## src/shared/buckboost_cfg.svh

```systemverilog
`ifndef BUCKBOOST_CFG_SVH
`define BUCKBOOST_CFG_SVH
// Register byte addresses
`define BB_CONTROL_ADDR 8'h2b
`define BB_VOLTAGE_DELAY_ADDR 8'h2c
// Control register field positions
`define BB_SS_MSB 7
`define BB_SS_LSB 6
`define BB_ILIM_MSB 5
`define BB_ILIM_LSB 3
`define BB_STOP_BIT 2
`define BB_DISCHG_BIT 1
`define BB_EN_BIT 0
// Voltage and delay register field positions
`define BB_DLY_MSB 7
`define BB_DLY_LSB 6
`define BB_VOUT_MSB 5
`define BB_VOUT_LSB 0
// Fixed reset values
`define BB_ILIM_RESET 3'h3
`define BB_STOP_RESET 1'h0
`define BB_DLY_RESET 2'h0
// Voltage scale, millivolts
`define BB_VOUT_KNEE_CODE 6'h0c
`define BB_VOUT_LOW_BASE_MV 16'd1800
`define BB_VOUT_LOW_STEP_MV 16'd100
`define BB_VOUT_HIGH_BASE_MV 16'd2950
`define BB_VOUT_HIGH_STEP_MV 16'd50
// Current limit step, milliamps
`define BB_ILIM_STEP_MA 16'd100
`endif

```

## src/shared/buckboost_pkg.sv

```systemverilog
package buckboost_pkg;
  // Control register layout
  typedef struct packed {
    logic [1:0] softstart_time_sel;
    logic [2:0] peak_current_limit_sel;
    logic pulse_stop_enable;
    logic output_discharge_enable;
    logic regulator_output_enable;
  } control_reg_t;
  // Voltage and delay register layout
  typedef struct packed {
    logic [1:0] hysteresis_switch_delay_sel;
    logic [5:0] output_voltage_code;
  } voltage_delay_reg_t;
endpackage : buckboost_pkg

```

## src/core/buckboost_config_regs.sv

```systemverilog
// How it works
// Soft start code 00..11 selects 1, 8, 64 or 512 ms ramp.
// Peak current limit is 100 mA times code plus one; resets to 011.
// Control bit two enables pulse stop; clear after reset.
// Control bit one enables output discharge; factory reset value.
// Control bit zero turns regulator output on; factory reset value.
// Switch delay code selects 0, 5, 10 or 20 us; resets to zero.
// Voltage codes 0..11 give 1.8 V plus 100 mV per step.
// Voltage codes 12..63 give 2.95 V plus 50 mV per step.
// Factory fields load from parameters; writable fields read back last write.
`timescale 1ns/1ps
`default_nettype none
`include "buckboost_cfg.svh"
module buckboost_config_regs #(
  parameter logic [1:0] SOFTSTART_RESET = 2'h0,
  parameter logic DISCHARGE_RESET = 1'h0,
  parameter logic OUTPUT_ENABLE_RESET = 1'h0,
  parameter logic [5:0] VOUT_CODE_RESET = 6'h00
) (
  input wire logic clk_i,
  input wire logic reset_i,
  input wire logic [7:0] addr_i,
  input wire logic wr_en_i,
  input wire logic [7:0] wr_data_i,
  output logic [7:0] rd_data_o,
  output logic [1:0] softstart_time_sel_o,
  output logic [15:0] softstart_time_ms_o,
  output logic [2:0] peak_current_limit_sel_o,
  output logic [15:0] peak_current_limit_ma_o,
  output logic pulse_stop_enable_o,
  output logic output_discharge_enable_o,
  output logic regulator_output_enable_o,
  output logic [1:0] hysteresis_switch_delay_sel_o,
  output logic [7:0] hysteresis_switch_delay_us_o,
  output logic [5:0] output_voltage_code_o,
  output logic [15:0] output_voltage_mv_o
);

  // Stored fields and their next values
  logic [1:0] softstart_q;
  logic [1:0] softstart_d;
  logic [2:0] current_limit_q;
  logic [2:0] current_limit_d;
  logic pulse_stop_q;
  logic pulse_stop_d;
  logic discharge_q;
  logic discharge_d;
  logic output_enable_q;
  logic output_enable_d;
  logic [1:0] switch_delay_q;
  logic [1:0] switch_delay_d;
  logic [5:0] vout_code_q;
  logic [5:0] vout_code_d;

  // Write byte split by each register layout
  buckboost_pkg::control_reg_t control_wr;
  buckboost_pkg::voltage_delay_reg_t volt_dly_wr;

  // Stored fields packed back into register layout for readback
  buckboost_pkg::control_reg_t control_rd;
  buckboost_pkg::voltage_delay_reg_t volt_dly_rd;

  // Register select and write strobes
  wire logic sel_control = (addr_i == `BB_CONTROL_ADDR);
  wire logic sel_volt_dly = (addr_i == `BB_VOLTAGE_DELAY_ADDR);
  wire logic wr_control = wr_en_i && sel_control;
  wire logic wr_volt_dly = wr_en_i && sel_volt_dly;

  // Soft start ramp, each code step is a factor of eight
  function automatic logic [15:0] softstart_ms(input logic [1:0] code);
    case (code)
      2'h0: softstart_ms = 16'h0001;
      2'h1: softstart_ms = 16'h0008;
      2'h2: softstart_ms = 16'h0040;
      2'h3: softstart_ms = 16'h0200;
      default: softstart_ms = 16'h0001;
    endcase
  endfunction : softstart_ms

  // Peak current limit, code zero already gives one step
  function automatic logic [15:0] ilim_ma(input logic [2:0] code);
    logic [15:0] steps;
    steps = {13'h0000, code} + 16'h0001;
    ilim_ma = 16'(steps * `BB_ILIM_STEP_MA);
  endfunction : ilim_ma

  // Switch delay in hysteresis, doubling above the first step
  function automatic logic [7:0] delay_us(input logic [1:0] code);
    case (code)
      2'h0: delay_us = 8'h00;
      2'h1: delay_us = 8'h05;
      2'h2: delay_us = 8'h0a;
      2'h3: delay_us = 8'h14;
      default: delay_us = 8'h00;
    endcase
  endfunction : delay_us

  // Two-segment voltage scale in millivolts
  function automatic logic [15:0] vout_mv(input logic [5:0] code);
    logic [15:0] c;
    logic [15:0] above_knee;
    c = {10'h000, code};
    above_knee = c - {10'h000, `BB_VOUT_KNEE_CODE};
    if (code < `BB_VOUT_KNEE_CODE) begin
      vout_mv = `BB_VOUT_LOW_BASE_MV + 16'(c * `BB_VOUT_LOW_STEP_MV);
    end else begin
      vout_mv = `BB_VOUT_HIGH_BASE_MV + 16'(above_knee * `BB_VOUT_HIGH_STEP_MV);
    end
  endfunction : vout_mv

  // Readback mux, unmapped addresses read zero
  function automatic logic [7:0] read_mux(
    input logic ctl_hit,
    input logic vd_hit,
    input logic [7:0] ctl_val,
    input logic [7:0] vd_val
  );
    if (ctl_hit) begin
      read_mux = ctl_val;
    end else if (vd_hit) begin
      read_mux = vd_val;
    end else begin
      read_mux = 8'h00;
    end
  endfunction : read_mux

  // Write byte viewed as fields
  assign control_wr = wr_data_i;
  assign volt_dly_wr = wr_data_i;

  // Next values: a write replaces the field, otherwise it holds
  assign softstart_d = wr_control ? control_wr.softstart_time_sel : softstart_q;
  assign current_limit_d = wr_control ? control_wr.peak_current_limit_sel : current_limit_q;
  assign pulse_stop_d = wr_control ? control_wr.pulse_stop_enable : pulse_stop_q;
  assign discharge_d = wr_control ? control_wr.output_discharge_enable : discharge_q;
  assign output_enable_d = wr_control ? control_wr.regulator_output_enable : output_enable_q;
  assign switch_delay_d = wr_volt_dly ? volt_dly_wr.hysteresis_switch_delay_sel : switch_delay_q;
  assign vout_code_d = wr_volt_dly ? volt_dly_wr.output_voltage_code : vout_code_q;

  // Soft start field, factory reset value
  always_ff @(posedge clk_i or posedge reset_i) begin
    if (reset_i) begin
      softstart_q <= SOFTSTART_RESET;
    end else begin
      softstart_q <= softstart_d;
    end
  end

  // Peak current limit field, fixed reset value
  always_ff @(posedge clk_i or posedge reset_i) begin
    if (reset_i) begin
      current_limit_q <= `BB_ILIM_RESET;
    end else begin
      current_limit_q <= current_limit_d;
    end
  end

  // Pulse stop field, cleared by reset
  always_ff @(posedge clk_i or posedge reset_i) begin
    if (reset_i) begin
      pulse_stop_q <= `BB_STOP_RESET;
    end else begin
      pulse_stop_q <= pulse_stop_d;
    end
  end

  // Output discharge field, factory reset value
  always_ff @(posedge clk_i or posedge reset_i) begin
    if (reset_i) begin
      discharge_q <= DISCHARGE_RESET;
    end else begin
      discharge_q <= discharge_d;
    end
  end

  // Regulator output enable field, factory reset value
  always_ff @(posedge clk_i or posedge reset_i) begin
    if (reset_i) begin
      output_enable_q <= OUTPUT_ENABLE_RESET;
    end else begin
      output_enable_q <= output_enable_d;
    end
  end

  // Switch delay field, zero delay after reset
  always_ff @(posedge clk_i or posedge reset_i) begin
    if (reset_i) begin
      switch_delay_q <= `BB_DLY_RESET;
    end else begin
      switch_delay_q <= switch_delay_d;
    end
  end

  // Output voltage code field, factory reset value
  always_ff @(posedge clk_i or posedge reset_i) begin
    if (reset_i) begin
      vout_code_q <= VOUT_CODE_RESET;
    end else begin
      vout_code_q <= vout_code_d;
    end
  end

  // Stored fields in register layout
  assign control_rd = {softstart_q, current_limit_q, pulse_stop_q, discharge_q, output_enable_q};
  assign volt_dly_rd = {switch_delay_q, vout_code_q};

  // Readback of the addressed register
  assign rd_data_o = read_mux(sel_control, sel_volt_dly, control_rd, volt_dly_rd);

  // Soft start selection
  assign softstart_time_sel_o = softstart_q;

  // Peak current limit selection
  assign peak_current_limit_sel_o = current_limit_q;

  // Pulse stop enable
  assign pulse_stop_enable_o = pulse_stop_q;

  // Output discharge enable
  assign output_discharge_enable_o = discharge_q;

  // Regulator output enable
  assign regulator_output_enable_o = output_enable_q;

  // Switch delay selection
  assign hysteresis_switch_delay_sel_o = switch_delay_q;

  // Output voltage code
  assign output_voltage_code_o = vout_code_q;

  // Soft start ramp time in milliseconds
  assign softstart_time_ms_o = softstart_ms(softstart_q);

  // Peak current limit in milliamps
  assign peak_current_limit_ma_o = ilim_ma(current_limit_q);

  // Switch delay in microseconds
  assign hysteresis_switch_delay_us_o = delay_us(switch_delay_q);

  // Output voltage in millivolts
  assign output_voltage_mv_o = vout_mv(vout_code_q); // see R7

endmodule : buckboost_config_regs
`default_nettype wire

```

## config.mk

```make
export PLATFORM = sky130hd
export DESIGN_NAME = buckboost_config_regs
export DESIGN_NICKNAME = d
export VERILOG_FILES = /design/src/shared/buckboost_pkg.sv /design/src/core/buckboost_config_regs.sv
export VERILOG_INCLUDE_DIRS = /design/src /design/src/shared
export SDC_FILE = /design/constraint.sdc
export NUM_CORES = 1
export LEC_CHECK = 0
export ABC_AREA = 1
export BUFFER_PORTS_ARGS = -buffer_cell sky130_fd_sc_hd__buf_2
export CORE_MARGIN = 8
export CORE_UTILIZATION = 47
export CTS_CLUSTER_SIZE = 10
export DETAILED_ROUTE_END_ITERATION = 8
export PLACE_DENSITY = 0.78
export SYNTH_ARGS = -nofsm -noshare
export SYNTH_HDL_FRONTEND = slang
export SYNTH_SLANG_ARGS = --single-unit
```

## constraint.sdc

```tcl
create_clock -name clk_i -period 4.5 [get_ports clk_i]
set_input_delay 0.9 -clock clk_i [delete_from_list [all_inputs] [get_ports clk_i]]
set_output_delay 0.9 -clock clk_i [all_outputs]
set_load 0.05 [all_outputs]
```

==> impl_metrics.py, run 1 <==
metrics = {
    "worst_setup_path": {
        "path_max_fanout": 3,
        "cp-end-kind": "output pin",
        "timing.rr.end": "output_voltage_code_o[3]$_DFFE_PP0P_",
        "path_class": "register to output pin",
        "r2r_start": "output_voltage_code_o[3]$_DFFE_PP0P_",
        "max_stage_delay_ns": 0.49,
        "critPathSlowestCell": "fa_1",
        "cp_cell_sequence": "inv_2, ha_4, nand2_4, nand2_4, xor2_4, inv_2, ha_4, fa_1, fa_1, ha_4, nand2_2, inv_2, nand2_1, nand3_2, nand3_2, nand2_1, nand2_1, nand2_2, nand3_2, buf_6, o21a_4, buf_8",
        "worstRegToRegCells": 3,
        "path_buf_inv": 5,
        "worstSetupStartpoint": "output_voltage_code_o[4]$_DFFE_PP0P_",
        "critPathLaunchType": "register",
        "crit_family": "adder cells",
        "reg2reg_slack_ns": 3.39,
        "arrival_ns": 3.76,
        "critPathRequiredTime_ns": 3.60,
    },
    "global_route": {
        "antenna_found_initial": 0,
        "grt_pass1_vias": 3105,
        "grt-ovfl-total": 0,
        "grtUsageTotal": 0.183,
        "grt_max_degree": 19,
        "grt_pass1_wl_mm": 13.4,
    },
    "final_layout": {
        "layout.nets": 608,
        "fillerInstances": 489,
        "final_area_sq_um": 4220,
        "layout_common_cells": "64 x nand2_1, 60 x inv_1, 60 x buf_2, 46 x buf_4, 44 x ha_1",
        "n_antenna_cell": 0,
        "final_common_cell": "nand2_1",
        "syn2layout_area_growth_pct": 44.0,
        "drive_gt1_frac": 0.422,
    },
    "cts": {
        "worstSkewPairLatency_ns": 0.25,
        "cts_tree": "built",
        "postCtsHoldBufs": 0,
        "htreeDepth": 1,
        "clockBufferDepth": 2,
        "path_clk_slew_ns": 0.06,
        "tritoncts.num_buffers": 3,
        "clock_sinks": 16,
        "clockRootBuffer": "clkbuf_8",
    },
    "timing": {
        "slew_violations": 0,
        "finalCriticalPeriod_ns": 4.66,
        "fmaxAchievable_mhz": 215,
        "period_share": 1.04,
        "worst_pin_slew_ns": 0.588,
        "setup_viol": 6,
        "grt_setup_unrepaired": "true",
        "max_slew_margin": 0.608,
        "layout_setup_ws_ns": -0.161,
        "hold_violations": 0,
        "tns_ns": -0.583,
        "skew_ns": 0,
    },
    "pwr": {
        "finalPower_mw": 1.69,
        "ir_drop_v": 0.000450,
        "p_per_area_nw_per_um2": 401,
        "leakage_nw": 2.38,
    },
    "die": {
        "num_io_pins": 99,
        "dieArea_sq_um": 9010,
        "fp-row-count": 28,
        "start_util": 0.489,
        "die_w_microns": 94.9,
        "die_h_microns": 94.9,
        "core_sq_um": 5990,
    },
    "worst_hold_path": {
        "min_path_cells": 2,
        "hp-class": "register to register",
        "min_to": "pulse_stop_enable_o$_DFFE_PP0P_",
        "hp-start": "pulse_stop_enable_o$_DFFE_PP0P_",
    },
    "placed_design": {
        "hpwlAfterDp_mm": 6.77,
        "routabilityCongestion": 0.887,
        "placed_area_sq_um": 3590,
        "io_buffers": 75,
    },
    "synth": {
        "synth_edf_count": 0,
        "yosysSeqAreaShare": 0.138,
        "syn_area_sq_um": 2930,
        "synthFlopType": "dfrtp_1",
        "post_synth.cell_area_avg_sq_um": 7.27,
        "netlist_instances": 403,
        "yosysWarnings": 0,
        "synthDistinctLibCells": 37,
        "async_flop_share": 1.00,
        "ys_ff_latch": 16,
    },
    "outcome": {
        "violations": "setup timing",
        "status": "complete, but fails checks",
    },
    "route": {
        "drt-total-wl_mm": 8.98,
        "viasPerCell": 5.00,
        "drc": 0,
        "wl_per_cell_microns": 14.9,
        "ant_nets": 0,
        "dr.pass1.iters": 4,
        "drtIter0Drc": 98,
        "vias": 3018,
    },
    "flow_run": {
        "max_cap_violations": 0,
    },
}
-- cell usage after synthesis, drive strengths merged (8+ instances only) --
cell type | n | area [sq um]
a21oi | 11 | 55.1
buf | 26 | 196
dfrtp | 14 | 350
ha | 53 | 663
inv | 66 | 248
mux2 | 8 | 90.1
nand2 | 89 | 349
nand3 | 31 | 170
nand4 | 9 | 71.3
nor2 | 26 | 108
o21ai | 17 | 96.4
o22ai | 9 | 56.3
xnor2 | 11 | 96.3
xor2 | 10 | 87.6
-- cells by family (layout without fill, tap and decap cells) --
group / after synthesis / in the layout / share of synthesized area
muxes: 8 / 8 / 0.0308
and+or+nand+nor: 161 / 161 / 0.256
buffers and inverters: 94 / 197 / 0.154
DFF: 16 / 16 / 0.138
other: 1 / 23 / 0.00128
AOI/OAI and AO/OA: 42 / 42 / 0.0833
xor gates and xnor gates: 21 / 21 / 0.0628
adders and majority gates: 60 / 60 / 0.274
-- sequential cells by signal, indices dropped and copies added, names as in the netlist --
name                           cells
output_discharge_enable_o          1
peak_current_limit_sel_o           3
hysteresis_switch_delay_sel_o      2
softstart_time_sel_o               2
output_voltage_code_o              6
pulse_stop_enable_o                1
regulator_output_enable_o          1
-- worst reg2reg max path, delay by kind of cell, from the launching register on --
kind                   cells  cell delay, ns
flip-flops                 1            0.45
buffers and inverters      2            0.29
multiplexers               1            0.26
-- cell type report --
class,instances,area [sq um],area share
Sequential cell,16,407,0.0964
Tap cell,75,93.8,0.0223
Timing Repair Buffer,126,891,0.211
Multi-Input combinational cell,315,2520,0.597
Inverter,67,254,0.0602
Clock buffer,4,55.1,0.0131
-- timing repair --
action,in CTS,in global routing
resized for setup,32,65
setup buffers,18,8
gates cloned,0,1
endpoints found under the setup margin,7,15
pin swaps,19,20
-- stage by stage --
| step | cells | setup slack, ns | util | hold slack [ns] |
|---|---|---|---|---|
| floorplan | 425 | -0.0629 | - | 0.656 |
| global placement | 573 | 0.0241 | 0.599 | 0.547 |
| detailed placement | 573 | -0.0847 | 0.599 | 0.559 |
| CTS | 595 | -0.164 | 0.654 | 0.570 |
| global route | 603 | -0.346 | 0.704 | 0.596 |
| finish | 603 | -0.161 | 0.704 | 0.563 |
-- report_power, final --
part	total [mW]	leakage [nW]	internal [mW]	switching, mW
sequential	0.166	0.182	0.155	0.0114
combinational	1.40	2.16	0.532	0.863
clock	0.129	0.0288	0.0777	0.0515
total	1.69	2.38	0.765	0.926
-- layer usage --
layer,track usage,part of all wire
met5,0,0
met4,0.0624,0.025
met3,0.0373,0.066
met2,0.344,0.51
met1,0.197,0.40
-- worst max path at each step --
stage / end / slack (ns) / cells after the start
floorplan: output_voltage_mv_o[14] / -0.06 / 22
global placement: output_voltage_mv_o[15] / 0.02 / 17
detailed placement: output_voltage_mv_o[15] / -0.08 / 18
CTS: output_voltage_mv_o[15] / -0.16 / 22
global route: output_voltage_mv_o[14] / -0.35 / 23
finish: output_voltage_mv_o[15] / -0.16 / 22
No activity file was read; power rests on OpenSTA's default activity.
==> run 2: changes to the inputs <==
Settings changed: CORE_ASPECT_RATIO set to 0.6, CORE_UTILIZATION 47 to 52, PLACE_DENSITY 0.78 to 0.82.
Clock period 4.5 ns to 5.1 ns, I/O delays scaled along.
==> run 2 against run 1 <==
  * The flow now finishes without violations
  * Critical path depth shrank 2
  * Wire length decreased by 5.4%
  * Power fell by 25%
  * Setup slack better by 0.33 ns
  * Register-to-register slack better by 0.61 ns
  * Utilization shrank 5.2 points
  * Hold slack better by 0.018 ns
  * Global-route usage grew 0.29 points
  * Die area is 7.2% lower
  * Non-clock buffer count fell by 37
  * Largest power group unchanged
  * Highest routed layer unchanged
==> impl_metrics.py, run 2 (synthesized netlist as in run 1, its figures left out) <==
metrics = {
    "die": {
        "die_w_microns": 113,
        "die_h_microns": 74.1,
        "start_util": 0.531,
        "fp-row-count": 21,
        "dieArea_sq_um": 8370,
        "core_sq_um": 5520,
        "num_io_pins": 99,
    },
    "global_route": {
        "grt_max_degree": 19,
        "grt_pass1_wl_mm": 13.0,
        "antenna_found_initial": 0,
        "grt_pass1_vias": 2741,
        "grt-ovfl-total": 0,
        "grtUsageTotal": 0.186,
    },
    "pwr": {
        "leakage_nw": 2.13,
        "ir_drop_v": 0.000223,
        "finalPower_mw": 1.26,
        "p_per_area_nw_per_um2": 351,
    },
    "timing": {
        "max_slew_margin": 0.403,
        "setup_viol": 0,
        "finalCriticalPeriod_ns": 4.93,
        "skew_ns": 0,
        "worst_pin_slew_ns": 0.895,
        "fmaxAchievable_mhz": 203,
        "grt_setup_unrepaired": "true",
        "period_share": 0.968,
        "hold_violations": 0,
        "layout_setup_ws_ns": 0.165,
        "slew_violations": 0,
    },
    "worst_setup_path": {
        "timing.rr.end": "output_voltage_code_o[4]$_DFFE_PP0P_",
        "critPathSlowestCell": "fa_1",
        "reg2reg_slack_ns": 4.00,
        "path_class": "register to output pin",
        "crit_family": "adder cells",
        "crit_path_frequent_cell": "nand2_1",
        "path_buf_inv": 4,
        "cp_cell_sequence": "buf_4, ha_1, inv_2, ha_1, ha_1, fa_1, ha_4, nand2_1, nand2_1, inv_1, nand2_1, nand2_1, nand2_1, nand3b_1, nand2_1, or2_1, nand2_1, nand2_1, nand2_1, buf_6",
        "arrival_ns": 3.91,
        "crit_path_end": "output_voltage_mv_o[11]",
        "worstRegToRegCells": 3,
        "r2r_start": "output_voltage_code_o[4]$_DFFE_PP0P_",
        "worstSetupStartpoint": "output_voltage_code_o[3]$_DFFE_PP0P_",
        "max_stage_delay_ns": 0.55,
        "critPathRequiredTime_ns": 4.08,
        "cp-end-kind": "output pin",
        "cp_num_cells": 20,
        "critPathLaunchType": "register",
        "path_max_fanout": 6,
    },
    "cts": {
        "path_clk_slew_ns": 0.06,
        "postCtsHoldBufs": 0,
        "tritoncts.num_buffers": 3,
        "clockRootBuffer": "clkbuf_8",
        "cts_tree": "built",
        "worstSkewPairLatency_ns": 0.25,
        "clock_sinks": 16,
        "htreeDepth": 1,
        "clockBufferDepth": 2,
    },
    "final_layout": {
        "largest_register_ff_count": 6,
        "n_antenna_cell": 0,
        "drive_gt1_frac": 0.310,
        "layout_common_cells": "76 x nand2_1, 70 x buf_2, 60 x inv_1, 47 x ha_1, 25 x nand3_1",
        "final_common_cell": "nand2_1",
        "finalNonFillerCells": 560,
        "multi_input_area_sq_um": 2290,
        "fin_util": 0.652,
        "syn2layout_area_growth_pct": 22.8,
        "fillerInstances": 460,
        "layout.nets": 571,
        "regArea_sq_um": 405,
    },
    "placed_design": {
        "io_buffers": 75,
        "dp.cells": 546,
        "place_ws_ns": 0.0407,
        "hpwlAfterDp_mm": 7.09,
        "routabilityCongestion": 0.897,
    },
    "outcome": {
        "status": "complete, no violations",
    },
    "route": {
        "wl_per_cell_microns": 15.2,
        "viasPerCell": 5.23,
        "vias": 2926,
        "drt-total-wl_mm": 8.49,
        "ant_nets": 0,
        "dr.pass1.iters": 4,
        "drc": 0,
        "drtIter0Drc": 158,
    },
    "worst_hold_path": {
        "hp-class": "register to register",
    },
    "flow_run": {
        "max_cap_violations": 0,
    },
}
run 2: cell types whose count changed in the layout (fill, tap and decap cells not counted), sizes merged:
| cell | delta |
|---|---|
| buf | -35 |
| clkbuf | -2 |
run 2: how the worst min path moves through the flow:
stage	from	end	slack [ns]	cells after the start
floorplan	peak_current_limit_sel_o[1]$_DFFE_PP1P_	peak_current_limit_sel_o[1]$_DFFE_PP1P_	0.66	2
global placement	pulse_stop_enable_o$_DFFE_PP0P_	pulse_stop_enable_o$_DFFE_PP0P_	0.55	2
detailed placement	pulse_stop_enable_o$_DFFE_PP0P_	pulse_stop_enable_o$_DFFE_PP0P_	0.57	2
CTS	output_discharge_enable_o$_DFFE_PP0P_	output_discharge_enable_o$_DFFE_PP0P_	0.58	2
global route	peak_current_limit_sel_o[1]$_DFFE_PP1P_	peak_current_limit_sel_o[1]$_DFFE_PP1P_	0.61	2
finish	output_discharge_enable_o$_DFFE_PP0P_	output_discharge_enable_o$_DFFE_PP0P_	0.58	2
run 2: where the power goes:
| group | internal, mW | total [mW] | switching, mW | leakage [nW] |
|---|---|---|---|---|
| clock network | 0.0685 | 0.112 | 0.0434 | 0.0288 |
| logic | 0.331 | 1.00 | 0.672 | 1.91 |
| registers | 0.136 | 0.148 | 0.0114 | 0.184 |
run 2: routing by layer:
metal / vias up / global-route usage / wire length (microns)
met5: - / 0 / 0
li1: 1444 / - / -
met4: 0 / 0.0176 / 51
met3: 4 / 0.0365 / 615
met2: 94 / 0.319 / 4080
met1: 1384 / 0.246 / 3750
run 2: cell type report:
type                    count  share of cell area
repair buffers             89               0.140
clock buffers               4              0.0153
inverters                  67              0.0706
multi-input cells         315               0.637
well taps                  69              0.0240
flip-flops and latches     16               0.113
run 2: stage by stage:
stage / instance area [sq um] / TNS [ns] / hold slack [ns]
after floorplan: 3030 / -0.0282 / 0.656
after CTS: 3420 / 0 / 0.579
final: 3600 / 0 / 0.582
after global placement: 3320 / 0 / 0.555
after global routing: 3600 / -0.0831 / 0.609
after detailed placement: 3320 / 0 / 0.569
run 2: what timing repair did:
action / CTS / global route
pin swaps: 0 / 14
setup endpoints to repair: 5 / 6
resized for setup: 10 / 27
hold endpoints to repair: 0 / 0
buffers inserted: 0 / 10
run 2: worst reg2reg max path: cells and delay by family, from the launching register on:
family | cells | cell delay [ns]
muxes | 1 | 0.26
buffers and inverters | 2 | 0.30
DFF | 1 | 0.43
==> run 3: changes to the inputs <==
Settings changed: ABC_AREA 1 to unset, CORE_UTILIZATION 52 to 25, PLACE_DENSITY 0.82 to unset.
==> run 3 against run 2 <==
  * Clock power rose by 36%
  * Combinational power up 15%
  * Power up 15%
  * Final cell count fell by 2.1%
  * Setup slack got worse by 0.085 ns
  * First-iteration DRC count is 63% lower
  * Largest power group unchanged
==> impl_metrics.py, run 3 <==
metrics = {
    "outcome": {
        "status": "complete, no violations",
    },
    "die": {
        "start_util": 0.254,
        "die_h_microns": 98.5,
        "fp-row-count": 30,
        "die_w_microns": 154,
        "core_sq_um": 11200,
        "dieArea_sq_um": 15100,
        "num_io_pins": 99,
    },
    "synth": {
        "post_synth.cell_area_avg_sq_um": 9.12,
        "synthFlopType": "dfrtp_1",
        "yosysWarnings": 0,
        "synth.most_common_cell": "ha_1",
        "yosysTopAreaCell": "ha_1",
        "yosysSeqAreaShare": 0.142,
        "synth_top_area_frac": 0.234,
        "synthDistinctLibCells": 54,
        "synth_edf_count": 0,
        "ys_ff_latch": 16,
        "netlist_instances": 311,
        "synthTopCellsByCount": "53 x ha_1, 25 x buf_4, 25 x inv_1",
        "syn_area_sq_um": 2840,
        "async_flop_share": 1.00,
        "synth.area.top_cells": "ha_1 23%, dfrtp_1 12%, buf_4 6.6%",
    },
    "global_route": {
        "grt_pass1_vias": 2487,
        "antenna_found_initial": 0,
        "grt-ovfl-total": 0,
        "grt_pass1_wl_mm": 12.6,
        "grt_max_degree": 28,
        "grtUsageTotal": 0.0988,
    },
    "worst_setup_path": {
        "cp_cell_sequence": "ha_2, xnor2_2, ha_1, ha_1, fa_1, ha_4, o211ai_1, o21bai_4, xor2_4, o31ai_4, a211oi_2, xnor2_1, and2_4, buf_8",
        "reg2reg_slack_ns": 4.08,
        "critPathSlowestCell": "fa_1",
        "arrival_ns": 4.00,
        "max_stage_delay_ns": 0.50,
        "cp-end-kind": "output pin",
        "path_class": "register to output pin",
        "critPathRequiredTime_ns": 4.08,
        "crit_path_frequent_cell": "ha_1",
        "path_max_fanout": 5,
        "worstRegToRegCells": 2,
        "critPathLaunchType": "register",
    },
    "final_layout": {
        "layout.nets": 484,
        "layout_common_cells": "70 x buf_2, 46 x ha_1, 24 x buf_4, 23 x conb_1, 22 x inv_1",
        "fillerInstances": 1170,
        "fin_util": 0.338,
        "finalNonFillerCells": 548,
        "final_common_cell": "buf_2",
        "syn2layout_area_growth_pct": 33.2,
        "n_antenna_cell": 0,
        "drive_gt1_frac": 0.413,
        "largest_register_ff_count": 6,
    },
    "cts": {
        "path_clk_slew_ns": 0.05,
        "clockRootBuffer": "clkbuf_16",
        "worstSkewPairLatency_ns": 0.24,
        "tritoncts.num_buffers": 3,
        "cts_tree": "built",
        "clockBufferDepth": 2,
        "htreeDepth": 1,
        "clock_sinks": 16,
        "postCtsHoldBufs": 0,
    },
    "flow_run": {
        "max_cap_violations": 0,
    },
    "route": {
        "vias": 2428,
        "ant_nets": 0,
        "dr.pass1.iters": 4,
        "drt-total-wl_mm": 8.08,
        "drc": 0,
        "viasPerCell": 4.43,
        "wl_per_cell_microns": 14.7,
        "drtIter0Drc": 58,
    },
    "worst_hold_path": {
        "min_path_cells": 1,
        "hp-class": "register to register",
    },
    "placed_design": {
        "io_buffers": 75,
        "dp.cells": 535,
        "routabilityCongestion": 0.778,
        "hpwlAfterDp_mm": 6.69,
    },
    "pwr": {
        "ir_drop_v": 0.000141,
        "leakage_nw": 1.95,
        "finalPower_mw": 1.45,
        "p_per_area_nw_per_um2": 383,
    },
    "timing": {
        "hold_violations": 0,
        "max_slew_margin": 0.199,
        "fmaxAchievable_mhz": 199,
        "worst_pin_slew_ns": 1.20,
        "skew_ns": 0,
        "slew_violations": 0,
        "setup_viol": 0,
        "finalCriticalPeriod_ns": 5.02,
        "period_share": 0.984,
        "grt_setup_unrepaired": "true",
    },
}
==> run 3: cell count changes in the layout (fill, tap and decap cells not counted), moves of 9 or more <==
| cell | before | now |
|---|---|---|
| o22ai_1 | 9 | 0 |
| nand3_1 | 25 | 9 |
| nand2_2 | 13 | 1 |
| nand2_1 | 76 | 13 |
| inv_1 | 60 | 22 |
==> run 3: cells by family (layout without fill, tap and decap cells) <==
group                    Yosys count  in the layout  synth area share
XOR/XNOR                          36             36             0.116
flip-flops                        16             16             0.142
AO/OA/AOI/OAI                     57             57             0.151
adder cells (fa/ha/maj)           60             60             0.283
other                              1             23           0.00132
AND/OR/NAND/NOR                   71             71             0.135
buffers and inverters             54            125             0.107
multiplexers                      16             16            0.0635
==> run 3: critical path: cells and delay by family, from the launching register on <==
kind,cells,cell delay [ns]
compound gates,4,0.81
xor+xnor,3,0.61
fa+ha+maj,5,1.62
buf+inv,1,0.14
flops,1,0.44
simple gates,1,0.16
==> run 3: path summary, 6_finish.rpt <==
kind / start / end
worst max register to register: output_voltage_code_o[0]$_DFFE_PP0P_ / output_voltage_code_o[0]$_DFFE_PP0P_
worst min-delay path: regulator_output_enable_o$_DFFE_PP0P_ / regulator_output_enable_o$_DFFE_PP0P_
max in group asynchronous: reset_i / output_voltage_code_o[2]$_DFFE_PP0P_
worst max-delay path: output_voltage_code_o[2]$_DFFE_PP0P_ / output_voltage_mv_o[14]
worst min register to register: regulator_output_enable_o$_DFFE_PP0P_ / regulator_output_enable_o$_DFFE_PP0P_
min in group asynchronous: reset_i / output_discharge_enable_o$_DFFE_PP0P_
==> run 3: timing repair <==
item,4_1_cts,5_1_grt
buffers inserted,1,8
pin swaps,6,19
gates resized for setup,20,21
setup endpoints to repair,6,6
cloned,0,0
==> run 3: per-layer routing <==
metal,share of wire,global-route usage
met1,0.49,0.136
met2,0.47,0.163
met3,0.035,0.0205
met5,0,0
met4,0.0016,0.00449
==> run 3: final cells by class <==
cell class	count	area [sq um]	share of cell area
clock buffer	4	78.8	0.0209
timing repair buffer	96	557	0.147
inverter	25	93.8	0.0248
sequential	16	407	0.108
multi-input combinational	263	2460	0.652
tap	144	180	0.0477
==> run 3: through the flow <==
stage | hold slack (ns) | setup slack, ns | cell area (sq um) | TNS (ns)
after floorplan | 0.754 | -0.0655 | 2970 | -0.163
after global placement | 0.519 | 0.113 | 3410 | 0
after detailed placement | 0.529 | 0.0151 | 3410 | 0
after CTS | 0.552 | -0.0409 | 3600 | -0.0409
after global routing | 0.590 | -0.0668 | 3780 | -0.154
final | 0.549 | 0.0799 | 3780 | 0
==> run 3: power breakdown <==
part           internal (mW)  total, mW  switching [mW]
sequential             0.134      0.143         0.00860
clock                  0.106      0.152          0.0464
combinational          0.483       1.15           0.671
total                  0.723       1.45           0.726
